[config.mk]
export PLATFORM = sky130hd
export DESIGN_NAME = dpasc_top
export DESIGN_NICKNAME = d
export VERILOG_FILES = /design/src/core/dpasc_pkg.sv /design/src/core/dpasc_top.sv /design/src/core/dpasc_sync.sv
export VERILOG_INCLUDE_DIRS = /design/src /design/src/core
export SDC_FILE = /design/constraint.sdc
export NUM_CORES = 1
export LEC_CHECK = 0
export BUFFER_PORTS_ARGS = -buffer_cell sky130_fd_sc_hd__buf_2
export CAP_MARGIN = 10
export CELL_PAD_IN_SITES_DETAIL_PLACEMENT = 0
export CELL_PAD_IN_SITES_GLOBAL_PLACEMENT = 1
export CORE_MARGIN = 2
export CORE_UTILIZATION = 36
export CTS_CLUSTER_DIAMETER = 80
export DETAILED_ROUTE_END_ITERATION = 8
export PLACE_DENSITY = 0.74
export SYNTH_ARGS = -nofsm -noshare
export SYNTH_HDL_FRONTEND = slang
export SYNTH_SLANG_ARGS = --single-unit
[constraint.sdc]
create_clock -name clock -period 4.44 [get_ports clock]
set_input_delay 0.888 -clock clock [delete_from_list [all_inputs] [get_ports clock]]
set_output_delay 0.888 -clock clock [all_outputs]
set_load 0.05 [all_outputs]
[src/core/dpasc_cfg.svh]
`ifndef DPASC_CFG_SVH
`define DPASC_CFG_SVH

// Frame layout
`define DPASC_FRAME_BITS 56
`define DPASC_PATH_BITS 28
`define DPASC_DAC_LSB 0
`define DPASC_DAC_W 8
`define DPASC_STATE_LSB 8
`define DPASC_ATT_W 5
`define DPASC_NUM_STATES 4

// Bit counter
`define DPASC_CNT_W 6
`define DPASC_FRAME_CNT 6'h38
`define DPASC_CNT_MAX 6'h3F
`define DPASC_CNT_ONE 6'h01
`define DPASC_CNT_RST 6'h00

// Reset values
`define DPASC_HOLD_RST 56'h0
`define DPASC_SR_RST 56'h0
`define DPASC_ATT_RST 5'h00
`define DPASC_DAC_RST 8'h00

// Pins passed through the synchroniser
`define DPASC_SYNC_W 22

`endif

[src/core/dpasc_pkg.sv]
`include "dpasc_cfg.svh"

package dpasc_pkg;

	typedef logic [`DPASC_ATT_W-1:0] dpasc_atten_t;
	typedef logic [`DPASC_DAC_W-1:0] dpasc_dac_t;
	typedef logic [1:0] dpasc_sel_t;
	typedef logic [`DPASC_FRAME_BITS-1:0] dpasc_frame_t;

	typedef enum logic [1:0] {
		DPASC_IDLE = 2'h1,
		DPASC_SHIFT = 2'h2
	} dpasc_state_t;

endpackage

[src/core/dpasc_top.sv]
`include "dpasc_cfg.svh"
`timescale 1ns/100ps

module dpasc_top (
	// Clock, reset, enable
	input wire logic clock,
	input wire logic rst_n,
	input wire logic ce,
	// Serial link
	input wire logic spi_sclk,
	input wire logic spi_sdi,
	input wire logic spi_cs_n,
	// Source selects and state selects
	input wire logic analog_source_select,
	input wire logic digital_source_select,
	input wire dpasc_pkg::dpasc_sel_t state_sel_path1,
	input wire dpasc_pkg::dpasc_sel_t state_sel_path2,
	// Parallel attenuation pins, bit 4 is the 16 dB step
	input wire dpasc_pkg::dpasc_atten_t parallel_bits_path1_i,
	output dpasc_pkg::dpasc_atten_t parallel_bits_path1_o,
	output logic parallel_bits_path1_oe_n,
	input wire dpasc_pkg::dpasc_atten_t parallel_bits_path2_i,
	output dpasc_pkg::dpasc_atten_t parallel_bits_path2_o,
	output logic parallel_bits_path2_oe_n,
	// Amplifier control
	input wire logic amp_powerdown_path1,
	input wire logic amp_powerdown_path2,
	input wire logic amp_bias_low_supply,
	output logic amp_enable_path1,
	output logic amp_enable_path2,
	output logic amp_bias_3v3,
	// Attenuator drive
	output dpasc_pkg::dpasc_atten_t atten_path1,
	output dpasc_pkg::dpasc_atten_t atten_path2,
	output dpasc_pkg::dpasc_dac_t dac_code_path1,
	output dpasc_pkg::dpasc_dac_t dac_code_path2,
	output logic dac_enable,
	output logic analog_ctrl_voltage_path1_oe_n,
	output logic analog_ctrl_voltage_path2_oe_n,
	// Status
	output logic frame_error
);
	import dpasc_pkg::*;

	logic [`DPASC_SYNC_W-1:0] pins_async;
	logic [`DPASC_SYNC_W-1:0] pins_s;
	logic cs_on_s;
	logic cs_s;
	logic sclk_s;
	logic sdi_s;
	logic aa_s;
	logic da_s;
	logic bias_s;
	logic pd_s [2];
	dpasc_sel_t sel_s [2];
	dpasc_atten_t par_s [2];

	// Select passes inverted, so a cleared synchroniser reads as deselected after reset
	assign pins_async = {!spi_cs_n, spi_sclk, spi_sdi, analog_source_select,
		digital_source_select, amp_bias_low_supply, amp_powerdown_path1,
		amp_powerdown_path2, state_sel_path1, state_sel_path2,
		parallel_bits_path1_i, parallel_bits_path2_i};

	dpasc_sync #(
		.WIDTH(`DPASC_SYNC_W)
	) u_sync (
		.clock(clock),
		.rst_n(rst_n),
		.ce(ce),
		.din(pins_async),
		.dout(pins_s)
	);

	assign {cs_on_s, sclk_s, sdi_s, aa_s, da_s, bias_s, pd_s[0], pd_s[1],
		sel_s[0], sel_s[1], par_s[0], par_s[1]} = pins_s;
	assign cs_s = !cs_on_s;

	// Link side: shifter, bit counter, holding registers
	dpasc_state_t state_q;
	dpasc_state_t state_d;
	dpasc_frame_t sr_q;
	dpasc_frame_t sr_d;
	dpasc_frame_t hold_q;
	dpasc_frame_t hold_d;
	logic [`DPASC_CNT_W-1:0] cnt_q;
	logic [`DPASC_CNT_W-1:0] cnt_d;
	logic sclk_prev_q;
	logic sclk_prev_d;
	logic err_q;
	logic err_d;

	always_comb
	begin
		state_d = state_q;
		sr_d = sr_q;
		cnt_d = cnt_q;
		hold_d = hold_q;
		err_d = 1'b0;
		sclk_prev_d = sclk_s;
		case (state_q)
			DPASC_IDLE:
			begin
				cnt_d = `DPASC_CNT_RST;
				if (!cs_s)
					state_d = DPASC_SHIFT;
			end
			DPASC_SHIFT:
			begin
				if (cs_s)
				begin
					state_d = DPASC_IDLE;
					// Frames of the wrong length are dropped, not half applied
					if (cnt_q == `DPASC_FRAME_CNT)
						hold_d = sr_q;
					else
						err_d = 1'b1;
				end
				else if (sclk_s && !sclk_prev_q)
				begin
					sr_d = {sr_q[`DPASC_FRAME_BITS-2:0], sdi_s};
					if (cnt_q != `DPASC_CNT_MAX)
						cnt_d = cnt_q + `DPASC_CNT_ONE;
				end
			end
			default:
			begin
				state_d = DPASC_IDLE;
			end
		endcase
	end

	always_ff @(posedge clock)
	begin
		if (!rst_n)
		begin
			state_q <= DPASC_IDLE;
			sr_q <= `DPASC_SR_RST;
			hold_q <= `DPASC_HOLD_RST;
			cnt_q <= `DPASC_CNT_RST;
			sclk_prev_q <= 1'b0;
			err_q <= 1'b0;
		end
		else if (ce)
		begin
			state_q <= state_d;
			sr_q <= sr_d;
			hold_q <= hold_d;
			cnt_q <= cnt_d;
			sclk_prev_q <= sclk_prev_d;
			err_q <= err_d;
		end
	end

	assign frame_error = err_q;

	// Per-path attenuator drive
	dpasc_atten_t att_q [2];
	dpasc_dac_t dac_q [2];
	logic amp_en_q [2];

	for (genvar p = 0; p < 2; p++)
	begin : g_path
		localparam int BASE = p * `DPASC_PATH_BITS;
		dpasc_atten_t att_d;
		dpasc_atten_t att_serial;
		dpasc_dac_t dac_d;
		logic amp_en_d;

		// Select code n picks state n+1, with no new frame needed
		assign att_serial = hold_q[BASE + `DPASC_STATE_LSB
			+ `DPASC_ATT_W * int'(sel_s[p]) +: `DPASC_ATT_W];

		always_comb
		begin
			att_d = da_s ? att_serial : par_s[p];
			dac_d = hold_q[BASE + `DPASC_DAC_LSB +: `DPASC_DAC_W];
			amp_en_d = !pd_s[p];
		end

		always_ff @(posedge clock)
		begin
			if (!rst_n)
			begin
				att_q[p] <= `DPASC_ATT_RST;
				dac_q[p] <= `DPASC_DAC_RST;
				amp_en_q[p] <= 1'b0;
			end
			else if (ce)
			begin
				att_q[p] <= att_d;
				dac_q[p] <= dac_d;
				amp_en_q[p] <= amp_en_d;
			end
		end
	end

	// Shared mode flags
	logic da_q;
	logic da_d;
	logic aa_q;
	logic aa_d;
	logic bias_q;
	logic bias_d;

	always_comb
	begin
		da_d = da_s;
		aa_d = aa_s;
		bias_d = bias_s;
	end

	always_ff @(posedge clock)
	begin
		if (!rst_n)
		begin
			da_q <= 1'b0;
			aa_q <= 1'b0;
			bias_q <= 1'b0;
		end
		else if (ce)
		begin
			da_q <= da_d;
			aa_q <= aa_d;
			bias_q <= bias_d;
		end
	end

	assign atten_path1 = att_q[0];
	assign atten_path2 = att_q[1];
	assign parallel_bits_path1_o = att_q[0];
	assign parallel_bits_path2_o = att_q[1];
	// Pins are only driven back in serial mode, never fighting the parallel source
	assign parallel_bits_path1_oe_n = !da_q;
	assign parallel_bits_path2_oe_n = !da_q;
	assign dac_code_path1 = dac_q[0];
	assign dac_code_path2 = dac_q[1];
	assign dac_enable = aa_q;
	assign analog_ctrl_voltage_path1_oe_n = !aa_q;
	assign analog_ctrl_voltage_path2_oe_n = !aa_q;
	assign amp_enable_path1 = amp_en_q[0];
	assign amp_enable_path2 = amp_en_q[1];
	// Bias level is owned by the system; only passed through
	assign amp_bias_3v3 = bias_q;

	// Checks
	logic [7:0] hold_dac1;
	logic [7:0] hold_dac2;
	logic [4:0] hold_p1s4;
	logic frame_end;
	assign hold_dac1 = hold_q[7:0];
	assign hold_dac2 = hold_q[35:28];
	assign hold_p1s4 = hold_q[27:23];
	assign frame_end = ce && state_q == DPASC_SHIFT && cs_s;
endmodule

[src/core/dpasc_sync.sv]
`timescale 1ns/100ps

module dpasc_sync #(
	parameter int WIDTH = 1
) (
	// Clock and reset
	input wire logic clock,
	input wire logic rst_n,
	input wire logic ce,
	// Data
	input wire logic [WIDTH-1:0] din,
	output logic [WIDTH-1:0] dout
);

	logic [WIDTH-1:0] s1_q;
	logic [WIDTH-1:0] s1_d;
	logic [WIDTH-1:0] s2_q;
	logic [WIDTH-1:0] s2_d;

	// First stage feeds only the second stage
	always_comb
	begin
		s1_d = din;
		s2_d = s1_q;
	end

	always_ff @(posedge clock)
	begin
		if (!rst_n)
		begin
			s1_q <= '0;
			s2_q <= '0;
		end
		else if (ce)
		begin
			s1_q <= s1_d;
			s2_q <= s2_d;
		end
	end

	assign dout = s2_q;

endmodule

==> impl_metrics.py, run 1 <==
metrics = {
    "cts": {
        "clk_pin_slew_worst_paths_ns": 0.08,
        "clk_latency_ns": 0.43,
        "h-tree-depth": 4,
        "cts_max_path_buffers": 2,
        "post-cts-setup-buffers": 0,
        "post_cts_resized": 0,
        "cts_made_buffers": 17,
        "cts_root_buf": "clkbuf_16",
        "cts_hold_buffers": 0,
        "cts.sinks": 197,
        "tritoncts": "yes",
    },
    "synthesis": {
        "syn_inst": 805,
        "syn-cell-area_um2": 7910,
        "avgSynthCellArea_um2": 9.83,
        "syn-num-nets": 832,
        "synth_cell_types": 37,
        "yosysSeqAreaShare": 0.533,
        "ys_warn_count": 0,
        "synth-edff-count": 27,
        "synth_area_leaders": "dfxtp_1 (43%), nand2_1 (11%), edfxtp_1 (10%)",
        "synthArstFlopShare": 0,
        "yosys_most_used_dff": "dfxtp_1",
        "synth_top_area_cell": "dfxtp_1",
        "ys_seq_elements": 197,
        "synth_top_area_share": 0.430,
    },
    "run_status": {
        "status": "complete, no violations",
    },
    "worst_setup_path": {
        "crit_path_cell_trace": "nor2b_1 -> and2_2 -> buf_4 -> nand2_1 -> a21boi_0",
        "worstPathRequired_ns": 4.79,
        "critPathBufInv": 1,
        "crit_path_end_kind": "flip-flop",
        "critical_path_class": "flip-flop to flip-flop",
        "critPathTopFamily": "simple AND/OR/NAND/NOR gates",
        "cp.arrival_ns": 2.68,
        "critPathLaunchType": "flip-flop",
        "cp_max_fo": 40,
        "slowest_delay_ns": 0.60,
        "crit_slowest_cell": "nor2b_1",
    },
    "sta": {
        "holdWs_ns": 0.452,
        "clock_skew_ns": 0.0122,
        "fin_crit_ns": 2.32,
        "final-hold-violation-count": 0,
        "finalSetupViolCount": 0,
        "rsz0062_at_grt": "no",
        "relSlewSlack": 0.428,
        "max_freq_ghz": 0.430,
        "period_share": 0.523,
        "worst_slew_pin_slew_ns": 0.857,
        "fin_ws_ns": 2.12,
        "slew_violations": 0,
        "setup_tns_ns": 0,
    },
    "placed_design": {
        "portBuffers": 69,
        "dp_cells": 1092,
        "post-place-ws_ns": 1.62,
        "gp_congestion": 0.713,
        "dp.final_hpwl_mm": 9.46,
        "dpl-instance-area_um2": 8300,
    },
    "global_route": {
        "antenna_found_initial": 0,
        "grtUsageTotal": 0.138,
        "grt_pass1_wl_mm": 26.2,
        "gr-total-overflow": 0,
        "grt_pass1_vias": 4945,
        "grt_max_degree": 103,
    },
    "route": {
        "via_count": 5265,
        "drtIter0Drc": 320,
        "route.antenna.remaining_nets": 0,
        "wirelength_mm": 15.6,
        "vias_per_cell": 4.68,
        "wire_per_inst_um": 13.9,
        "dr.pass1.iters": 4,
        "drc": 0,
    },
    "pwr": {
        "leakagePower_nw": 3.33,
        "ir_drop_mv": 0.210,
        "power_density_nw_per_um2": 407,
    },
    "die": {
        "die_area_um2": 23200,
        "die_x_um": 152,
        "placementRows": 54,
        "die_y_um": 152,
        "core_um2": 21700,
        "ios": 70,
        "start_util": 0.365,
    },
    "finish": {
        "most-common-layout-cells": "nand2_1 (230), dfxtp_1 (170), buf_2 (67)",
        "final_cell_area_um2": 8910,
        "area_growth_pct": 12.6,
        "drive_gt1_frac": 0.146,
        "diodes": 0,
        "stdcell_count": 1124,
        "final_common_cell": "nand2_1",
        "final_nets": 858,
    },
    "flow_run": {
        "cap_viol_max_count": 0,
    },
    "min_path": {
        "hp-class": "flip-flop to flip-flop",
    },
}
## routing by layer
metal / part of all wire / GRT usage / up-vias
met4: 0.013 / 0.0472 / 0
met1: 0.52 / 0.198 / 2431
li1: - / - / 2733
met5: 0 / 0 / -
met3: 0.034 / 0.0290 / 13
met2: 0.43 / 0.208 / 88
## worst reg2reg max path, stage by stage, from the launching register on
cell and delay (ns):
dfxtp_1 0.40, nor2b_1 0.60, and2_2 0.50, buf_4 0.45, nand2_1 0.12, a21boi_0 0.18
## where the power goes
group	internal [mW]	switching [mW]
registers	1.84	0.0212
logic	0.0723	0.135
clock network	0.835	0.727
total	2.74	0.884
## worst paths after layout
check	from	cells past startpoint	slack, ns	end
setup / recovery	state_q[1]	5	2.12	sr_q[1]
hold / removal	hold_q[30]	2	0.45	hold_q[30]
setup reg to reg	state_q[1]	5	2.12	sr_q[1]
hold reg to reg	hold_q[30]	2	0.45	hold_q[30]
## Yosys cell counts, types with 3 or more instances
cell,count
inv_1,7
dfxtp_1,170
o2111ai_1,3
a21boi_0,50
nand2_1,230
buf_1,3
edfxtp_1,27
nand2b_1,6
nand3_1,5
mux4_2,10
mux2i_1,58
a21o_1,3
o21ai_0,3
buf_6,4
nor2b_1,48
buf_4,15
a21boi_1,65
and3_1,17
clkbuf_1,28
nor2_1,11
buf_2,20
## metrics by stage
stage                      util  power (mW)
after global routing      0.411        3.76
after global placement    0.383        2.11
after detailed placement  0.383        2.11
after floorplan               -        2.06
final                     0.411        3.63
after CTS                 0.411        3.68
## state kept, by name, indices dropped and copies added (netlist names)
name / flops
hold_q: 56
sr_q: 56
u_sync.dout: 22
u_sync.s1_q: 22
dac_q: 16
att_q: 10
cnt_q: 6
amp_en_q: 2
state_q: 2
amp_bias_3v3: 1
da_q: 1
dac_enable: 1
frame_error: 1
sclk_prev_q: 1
## final cells by class
| cell class | count | area, um2 |
|---|---|---|
| flip-flops and latches | 197 | 4210 |
| fillers | 2130 | 12800 |
| clock inverters | 14 | 153 |
| multi-input cells | 531 | 3300 |
| clock buffers | 18 | 450 |
| repair buffers | 77 | 410 |
| well taps | 280 | 350 |
| inverters | 7 | 26.3 |
## cells by family (layout without fill, tap and decap cells)
group           Yosys count  after routing  synth area share
simple gates            329            329             0.187
flops                   197            197             0.533
compound gates          132            132             0.125
buf+inv                  77            116            0.0506
mux                      68             68             0.102
fa+ha+maj                 2              2           0.00316
(Power assumes the default switching activity.)
==> run 2, diff against run 1 <==
==> constraint.sdc (replaced) <==
create_clock -name clock -period 2.27 [get_ports clock]
set_input_delay 0.454 -clock clock [delete_from_list [all_inputs] [get_ports clock]]
set_output_delay 0.454 -clock clock [all_outputs]
set_load 0.05 [all_outputs]
==> impl_metrics.py, run 2 (synthesized netlist as in run 1, its figures left out) <==
metrics = {
    "global_route": {
        "grt_pass1_vias": 5119,
        "grtUsageTotal": 0.141,
        "grt_max_degree": 57,
        "grt_pass1_wl_mm": 26.8,
        "gr-total-overflow": 0,
        "antenna_found_initial": 0,
    },
    "die": {
        "ios": 70,
        "die_y_um": 152,
        "start_util": 0.365,
        "placementRows": 54,
        "die_x_um": 152,
        "core_um2": 21700,
        "die_area_um2": 23200,
    },
    "cts": {
        "clk_pin_slew_worst_paths_ns": 0.08,
        "cts_made_buffers": 17,
        "post_cts_resized": 0,
        "tritoncts": "yes",
        "cts_root_buf": "clkbuf_16",
        "cts.sinks": 197,
        "h-tree-depth": 4,
        "cts_hold_buffers": 0,
        "clk_latency_ns": 0.44,
        "cts_max_path_buffers": 2,
        "post-cts-setup-buffers": 0,
    },
    "worst_setup_path": {
        "critPathLaunchType": "flip-flop",
        "cp_max_fo": 31,
        "crit_path_end_kind": "flip-flop",
        "worstPathRequired_ns": 2.64,
        "cp.arrival_ns": 2.13,
        "critical_path_class": "flip-flop to flip-flop",
    },
    "sta": {
        "finalSetupViolCount": 0,
        "final-hold-violation-count": 0,
        "period_share": 0.775,
        "worst_slew_pin_slew_ns": 0.706,
        "clock_skew_ns": 0.0112,
        "slew_violations": 0,
        "setup_tns_ns": 0,
        "relSlewSlack": 0.530,
        "rsz0062_at_grt": "no",
        "max_freq_ghz": 0.569,
        "fin_crit_ns": 1.76,
    },
    "flow_run": {
        "cap_viol_max_count": 0,
    },
    "finish": {
        "drive_gt1_frac": 0.152,
        "finish.utilization": 0.415,
        "final_common_cell": "nand2_1",
        "reg_top3": "hold_q (56), sr_q (56)",
        "final_nets": 865,
        "most-common-layout-cells": "nand2_1 (230), dfxtp_1 (170), buf_2 (67)",
        "diodes": 0,
        "fillers": 2135,
        "area_growth_pct": 13.9,
    },
    "pwr": {
        "power_density_nw_per_um2": 786,
        "total_power_mw": 7.08,
        "leakagePower_nw": 3.37,
        "ir_drop_mv": 0.307,
    },
    "route": {
        "drtIter0Drc": 383,
        "route.antenna.remaining_nets": 0,
        "wire_per_inst_um": 13.9,
        "vias_per_cell": 4.71,
        "via_count": 5324,
        "drc": 0,
        "dr.pass1.iters": 5,
        "wirelength_mm": 15.8,
    },
    "placed_design": {
        "dp.final_hpwl_mm": 9.70,
        "portBuffers": 69,
        "gp_congestion": 0.723,
    },
    "min_path": {
        "hp-class": "input pin to flip-flop",
    },
    "run_status": {
        "status": "complete, no violations",
    },
}
## run 2: cell types whose count changed in the layout (fill, tap and decap cells not counted), sizes merged
cell	delta
inv	-2
clkinv	-1
clkbuf	+1
buf	+7
clkinvlp	+2
## run 2: worst paths after layout
kind         slack (ns)              to                      from  depth (start not counted)
min reg2reg        0.45      hold_q[33]                hold_q[33]                          2
min                0.27  u_sync.s1_q[8]  parallel_bits_path1_i[3]                          3
max reg2reg        0.51         sr_q[0]                state_q[1]                          5
max                0.51         sr_q[0]                state_q[1]                          5
## run 2: layer usage
| metal | up-vias | wire, um | global-route usage |
|---|---|---|---|
| met4 | 0 | 205 | 0.0441 |
| met1 | 2475 | 8460 | 0.206 |
| li1 | 2742 | - | - |
| met5 | - | 0 | 0 |
| met3 | 17 | 566 | 0.0370 |
| met2 | 90 | 6540 | 0.204 |
## run 2: cell type report
class                           count  area [um2]  share of cell area
Clock buffer                       19         454              0.0504
Sequential cell                   197        4210               0.468
Timing Repair Buffer               84         526              0.0583
Multi-Input combinational cell    531        3300               0.367
Clock inverter                     13         134              0.0149
Tap cell                          280         350              0.0389
Inverter                            7        26.3             0.00292
## run 2: through the flow
stage / instances / cell area (um2) / worst slack, ns / hold slack [ns]
floorplan: 805 / 7910 / 0.174 / 0.431
global placement: 1099 / 8420 / 0.477 / 0.438
detailed placement: 1099 / 8420 / 0.456 / 0.447
CTS: 1131 / 9010 / 0.528 / 0.250
global route: 1131 / 9010 / 0.343 / 0.265
finish: 1131 / 9010 / 0.511 / 0.270
## run 2: power breakdown
| group | total [mW] | internal (mW) | switching [mW] |
|---|---|---|---|
| sequential | 3.63 | 3.59 | 0.0410 |
| clock | 3.03 | 1.61 | 1.42 |
| combinational | 0.410 | 0.145 | 0.265 |
## run 2: worst max-delay path: stages, from the launching register on
cell,delay [ns]
dfxtp_1,0.40
nor2b_1,0.40
and2_2,0.41
buf_12,0.23
nand2_1,0.10
a21boi_0,0.14
==> run 3, diff against run 2 <==
--- a/config.mk
+++ b/config.mk
@@ -6,6 +6,7 @@
 export SDC_FILE = /design/constraint.sdc
 export NUM_CORES = 1
 export LEC_CHECK = 0
+export ABC_AREA = 1
 export BUFFER_PORTS_ARGS = -buffer_cell sky130_fd_sc_hd__buf_2
 export CAP_MARGIN = 10
 export CELL_PAD_IN_SITES_DETAIL_PLACEMENT = 0
@@ -14,7 +15,7 @@
 export CORE_UTILIZATION = 36
 export CTS_CLUSTER_DIAMETER = 80
 export DETAILED_ROUTE_END_ITERATION = 8
-export PLACE_DENSITY = 0.74
+export PLACE_DENSITY = 0.77
 export SYNTH_ARGS = -nofsm -noshare
 export SYNTH_HDL_FRONTEND = slang
 export SYNTH_SLANG_ARGS = --single-unit
==> constraint.sdc (replaced) <==
create_clock -name clock -period 1.7 [get_ports clock]
set_input_delay 0.34 -clock clock [delete_from_list [all_inputs] [get_ports clock]]
set_output_delay 0.34 -clock clock [all_outputs]
set_load 0.05 [all_outputs]
==> impl_metrics.py, run 3 <==
metrics = {
    "pwr": {
        "total_power_mw": 9.58,
        "leakagePower_nw": 3.68,
        "power_density_nw_per_um2": 1110,
        "ir_drop_mv": 0.653,
    },
    "route": {
        "drtIter0Drc": 417,
        "via_count": 5747,
        "drc": 0,
        "wire_per_inst_um": 12.8,
        "wirelength_mm": 15.9,
        "vias_per_cell": 4.62,
        "route.antenna.remaining_nets": 0,
        "dr.pass1.iters": 4,
    },
    "die": {
        "start_util": 0.370,
        "die_y_um": 149,
        "placementRows": 52,
        "die_area_um2": 22100,
        "core_um2": 20400,
        "ios": 70,
        "die_x_um": 149,
    },
    "global_route": {
        "grtUsageTotal": 0.148,
        "antenna_found_initial": 0,
        "grt_max_degree": 72,
        "grt_pass1_wl_mm": 26.5,
        "grt_pass1_vias": 5305,
        "gr-total-overflow": 0,
    },
    "worst_setup_path": {
        "crit_path_end_kind": "flip-flop",
        "critPathLaunchType": "flip-flop",
        "worstPathRequired_ns": 2.02,
        "cp.arrival_ns": 1.85,
        "cp_max_fo": 20,
        "critical_path_class": "flip-flop to flip-flop",
    },
    "synthesis": {
        "synth.most_common_cell": "nor2_1",
        "synth_common_cells": "nor2_1 (283), dfxtp_1 (170), o21ai_0 (152), inv_1 (78), nand3_1 (36)",
        "synth_top_area_share": 0.452,
        "yosysSeqAreaShare": 0.560,
        "yosys_most_used_dff": "dfxtp_1",
        "syn-num-nets": 955,
        "syn-cell-area_um2": 7530,
        "synth_area_leaders": "dfxtp_1 (45%), nor2_1 (14%), edfxtp_1 (11%)",
        "synth-edff-count": 27,
        "ys_warn_count": 0,
        "syn_inst": 928,
        "synth_cell_types": 23,
        "ys_seq_elements": 197,
        "synth_top_area_cell": "dfxtp_1",
        "synthArstFlopShare": 0,
        "avgSynthCellArea_um2": 8.11,
    },
    "sta": {
        "holdWs_ns": 0.122,
        "period_share": 0.901,
        "max_freq_ghz": 0.653,
        "relSlewSlack": 0.585,
        "finalSetupViolCount": 0,
        "worst_slew_pin_slew_ns": 0.622,
        "slew_violations": 0,
        "final-hold-violation-count": 0,
        "setup_tns_ns": 0,
        "fin_crit_ns": 1.53,
        "clock_skew_ns": 0.0139,
        "rsz0062_at_grt": "yes",
    },
    "finish": {
        "most-common-layout-cells": "nor2_1 (283), dfxtp_1 (170), o21ai_0 (152)",
        "area_growth_pct": 14.1,
        "final_nets": 988,
        "reg_top3": "hold_q (56), sr_q (56)",
        "stdcell_count": 1244,
        "diodes": 0,
        "final_cell_area_um2": 8590,
        "final_common_cell": "nor2_1",
        "drive_gt1_frac": 0.134,
        "fillers": 2074,
    },
    "run_status": {
        "status": "complete, no violations",
    },
    "cts": {
        "tritoncts": "yes",
        "h-tree-depth": 4,
        "cts_root_buf": "clkbuf_16",
        "clk_latency_ns": 0.43,
        "cts.sinks": 197,
        "cts_max_path_buffers": 2,
        "cts_made_buffers": 17,
        "clk_pin_slew_worst_paths_ns": 0.08,
        "post-cts-setup-buffers": 0,
    },
    "placed_design": {
        "portBuffers": 69,
        "dp.final_hpwl_mm": 10.1,
        "dpl-instance-area_um2": 7980,
        "gp_congestion": 0.777,
        "dp_cells": 1212,
    },
    "flow_run": {
        "cap_viol_max_count": 0,
    },
    "min_path": {
        "hp-class": "input pin to flip-flop",
    },
}
run 3: changes by cell type after synthesis, moves of 13 or more:
cell      change
nor2_1      +272
nand2_1     -200
o21ai_0     +149
inv_1        +71
a21boi_1     -65
mux2i_1      -58
a21boi_0     -50
nor2b_1      -48
nand3_1      +31
o21ai_1      +31
o22ai_1      +20
and3_1       -17
a21oi_1      +13
run 3: worst max-delay path: stages (launching register included):
cell and delay [ns]:
dfxtp_1 0.35, inv_1 0.08, ha_1 0.14, nand3_1 0.07
nor2_1 0.15, nand2_2 0.12, buf_4 0.22, o21ai_0 0.23
nor2_1 0.06
run 3: final cells by class:
| cell class | count | area [um2] | area share |
|---|---|---|---|
| Sequential cell | 197 | 4210 | 0.490 |
| Tap cell | 270 | 338 | 0.0393 |
| Clock buffer | 18 | 439 | 0.0511 |
| Inverter | 81 | 307 | 0.0357 |
| Multi-Input combinational cell | 575 | 2560 | 0.298 |
| Timing Repair Buffer | 89 | 564 | 0.0657 |
| Clock inverter | 14 | 169 | 0.0197 |
run 3: what timing repair did:
item,in CTS,in global routing
endpoints found under the setup margin,0,22
gates resized for setup,0,3
hold buffers,0,0
run 3: power by group:
group / leakage (nW) / internal, mW / switching (mW)
sequential: 1.68 / 4.80 / 0.0443
combinational: 1.69 / 0.161 / 0.436
clock: 0.302 / 2.17 / 1.96
run 3: logic make-up after synthesis:
logic type / count (synthesis) / share of synthesized area
compound gates: 219 / 0.149
fa+ha+maj: 2 / 0.00332
buf+inv: 156 / 0.101
flops: 197 / 0.560
simple gates: 354 / 0.187
run 3: path summary, 6_finish.rpt:
kind | startpoint | to | slack [ns] | depth (start not counted)
hold reg to reg | u_sync.dout[14] | amp_en_q[1] | 0.45 | 1
setup reg to reg | cnt_q[0] | hold_q[2] | 0.17 | 8
setup / recovery | cnt_q[0] | hold_q[2] | 0.17 | 8
hold / removal | spi_cs_n | u_sync.s1_q[21] | 0.12 | 2
run 3: metal layers:
layer	track usage	wire [um]	vias up
met2	0.221	6620	108
li1	-	-	3031
met3	0.0307	674	2
met5	0	0	-
met4	0.0386	46	0
met1	0.217	8560	2606
run 3: through the flow:
step                      utilization  worst slack, ns
after global placement          0.392            0.170
after detailed placement        0.392            0.117
final                           0.422            0.168
after CTS                       0.421           0.0977
after floorplan                     -           0.0568
after global routing            0.422        -0.000256
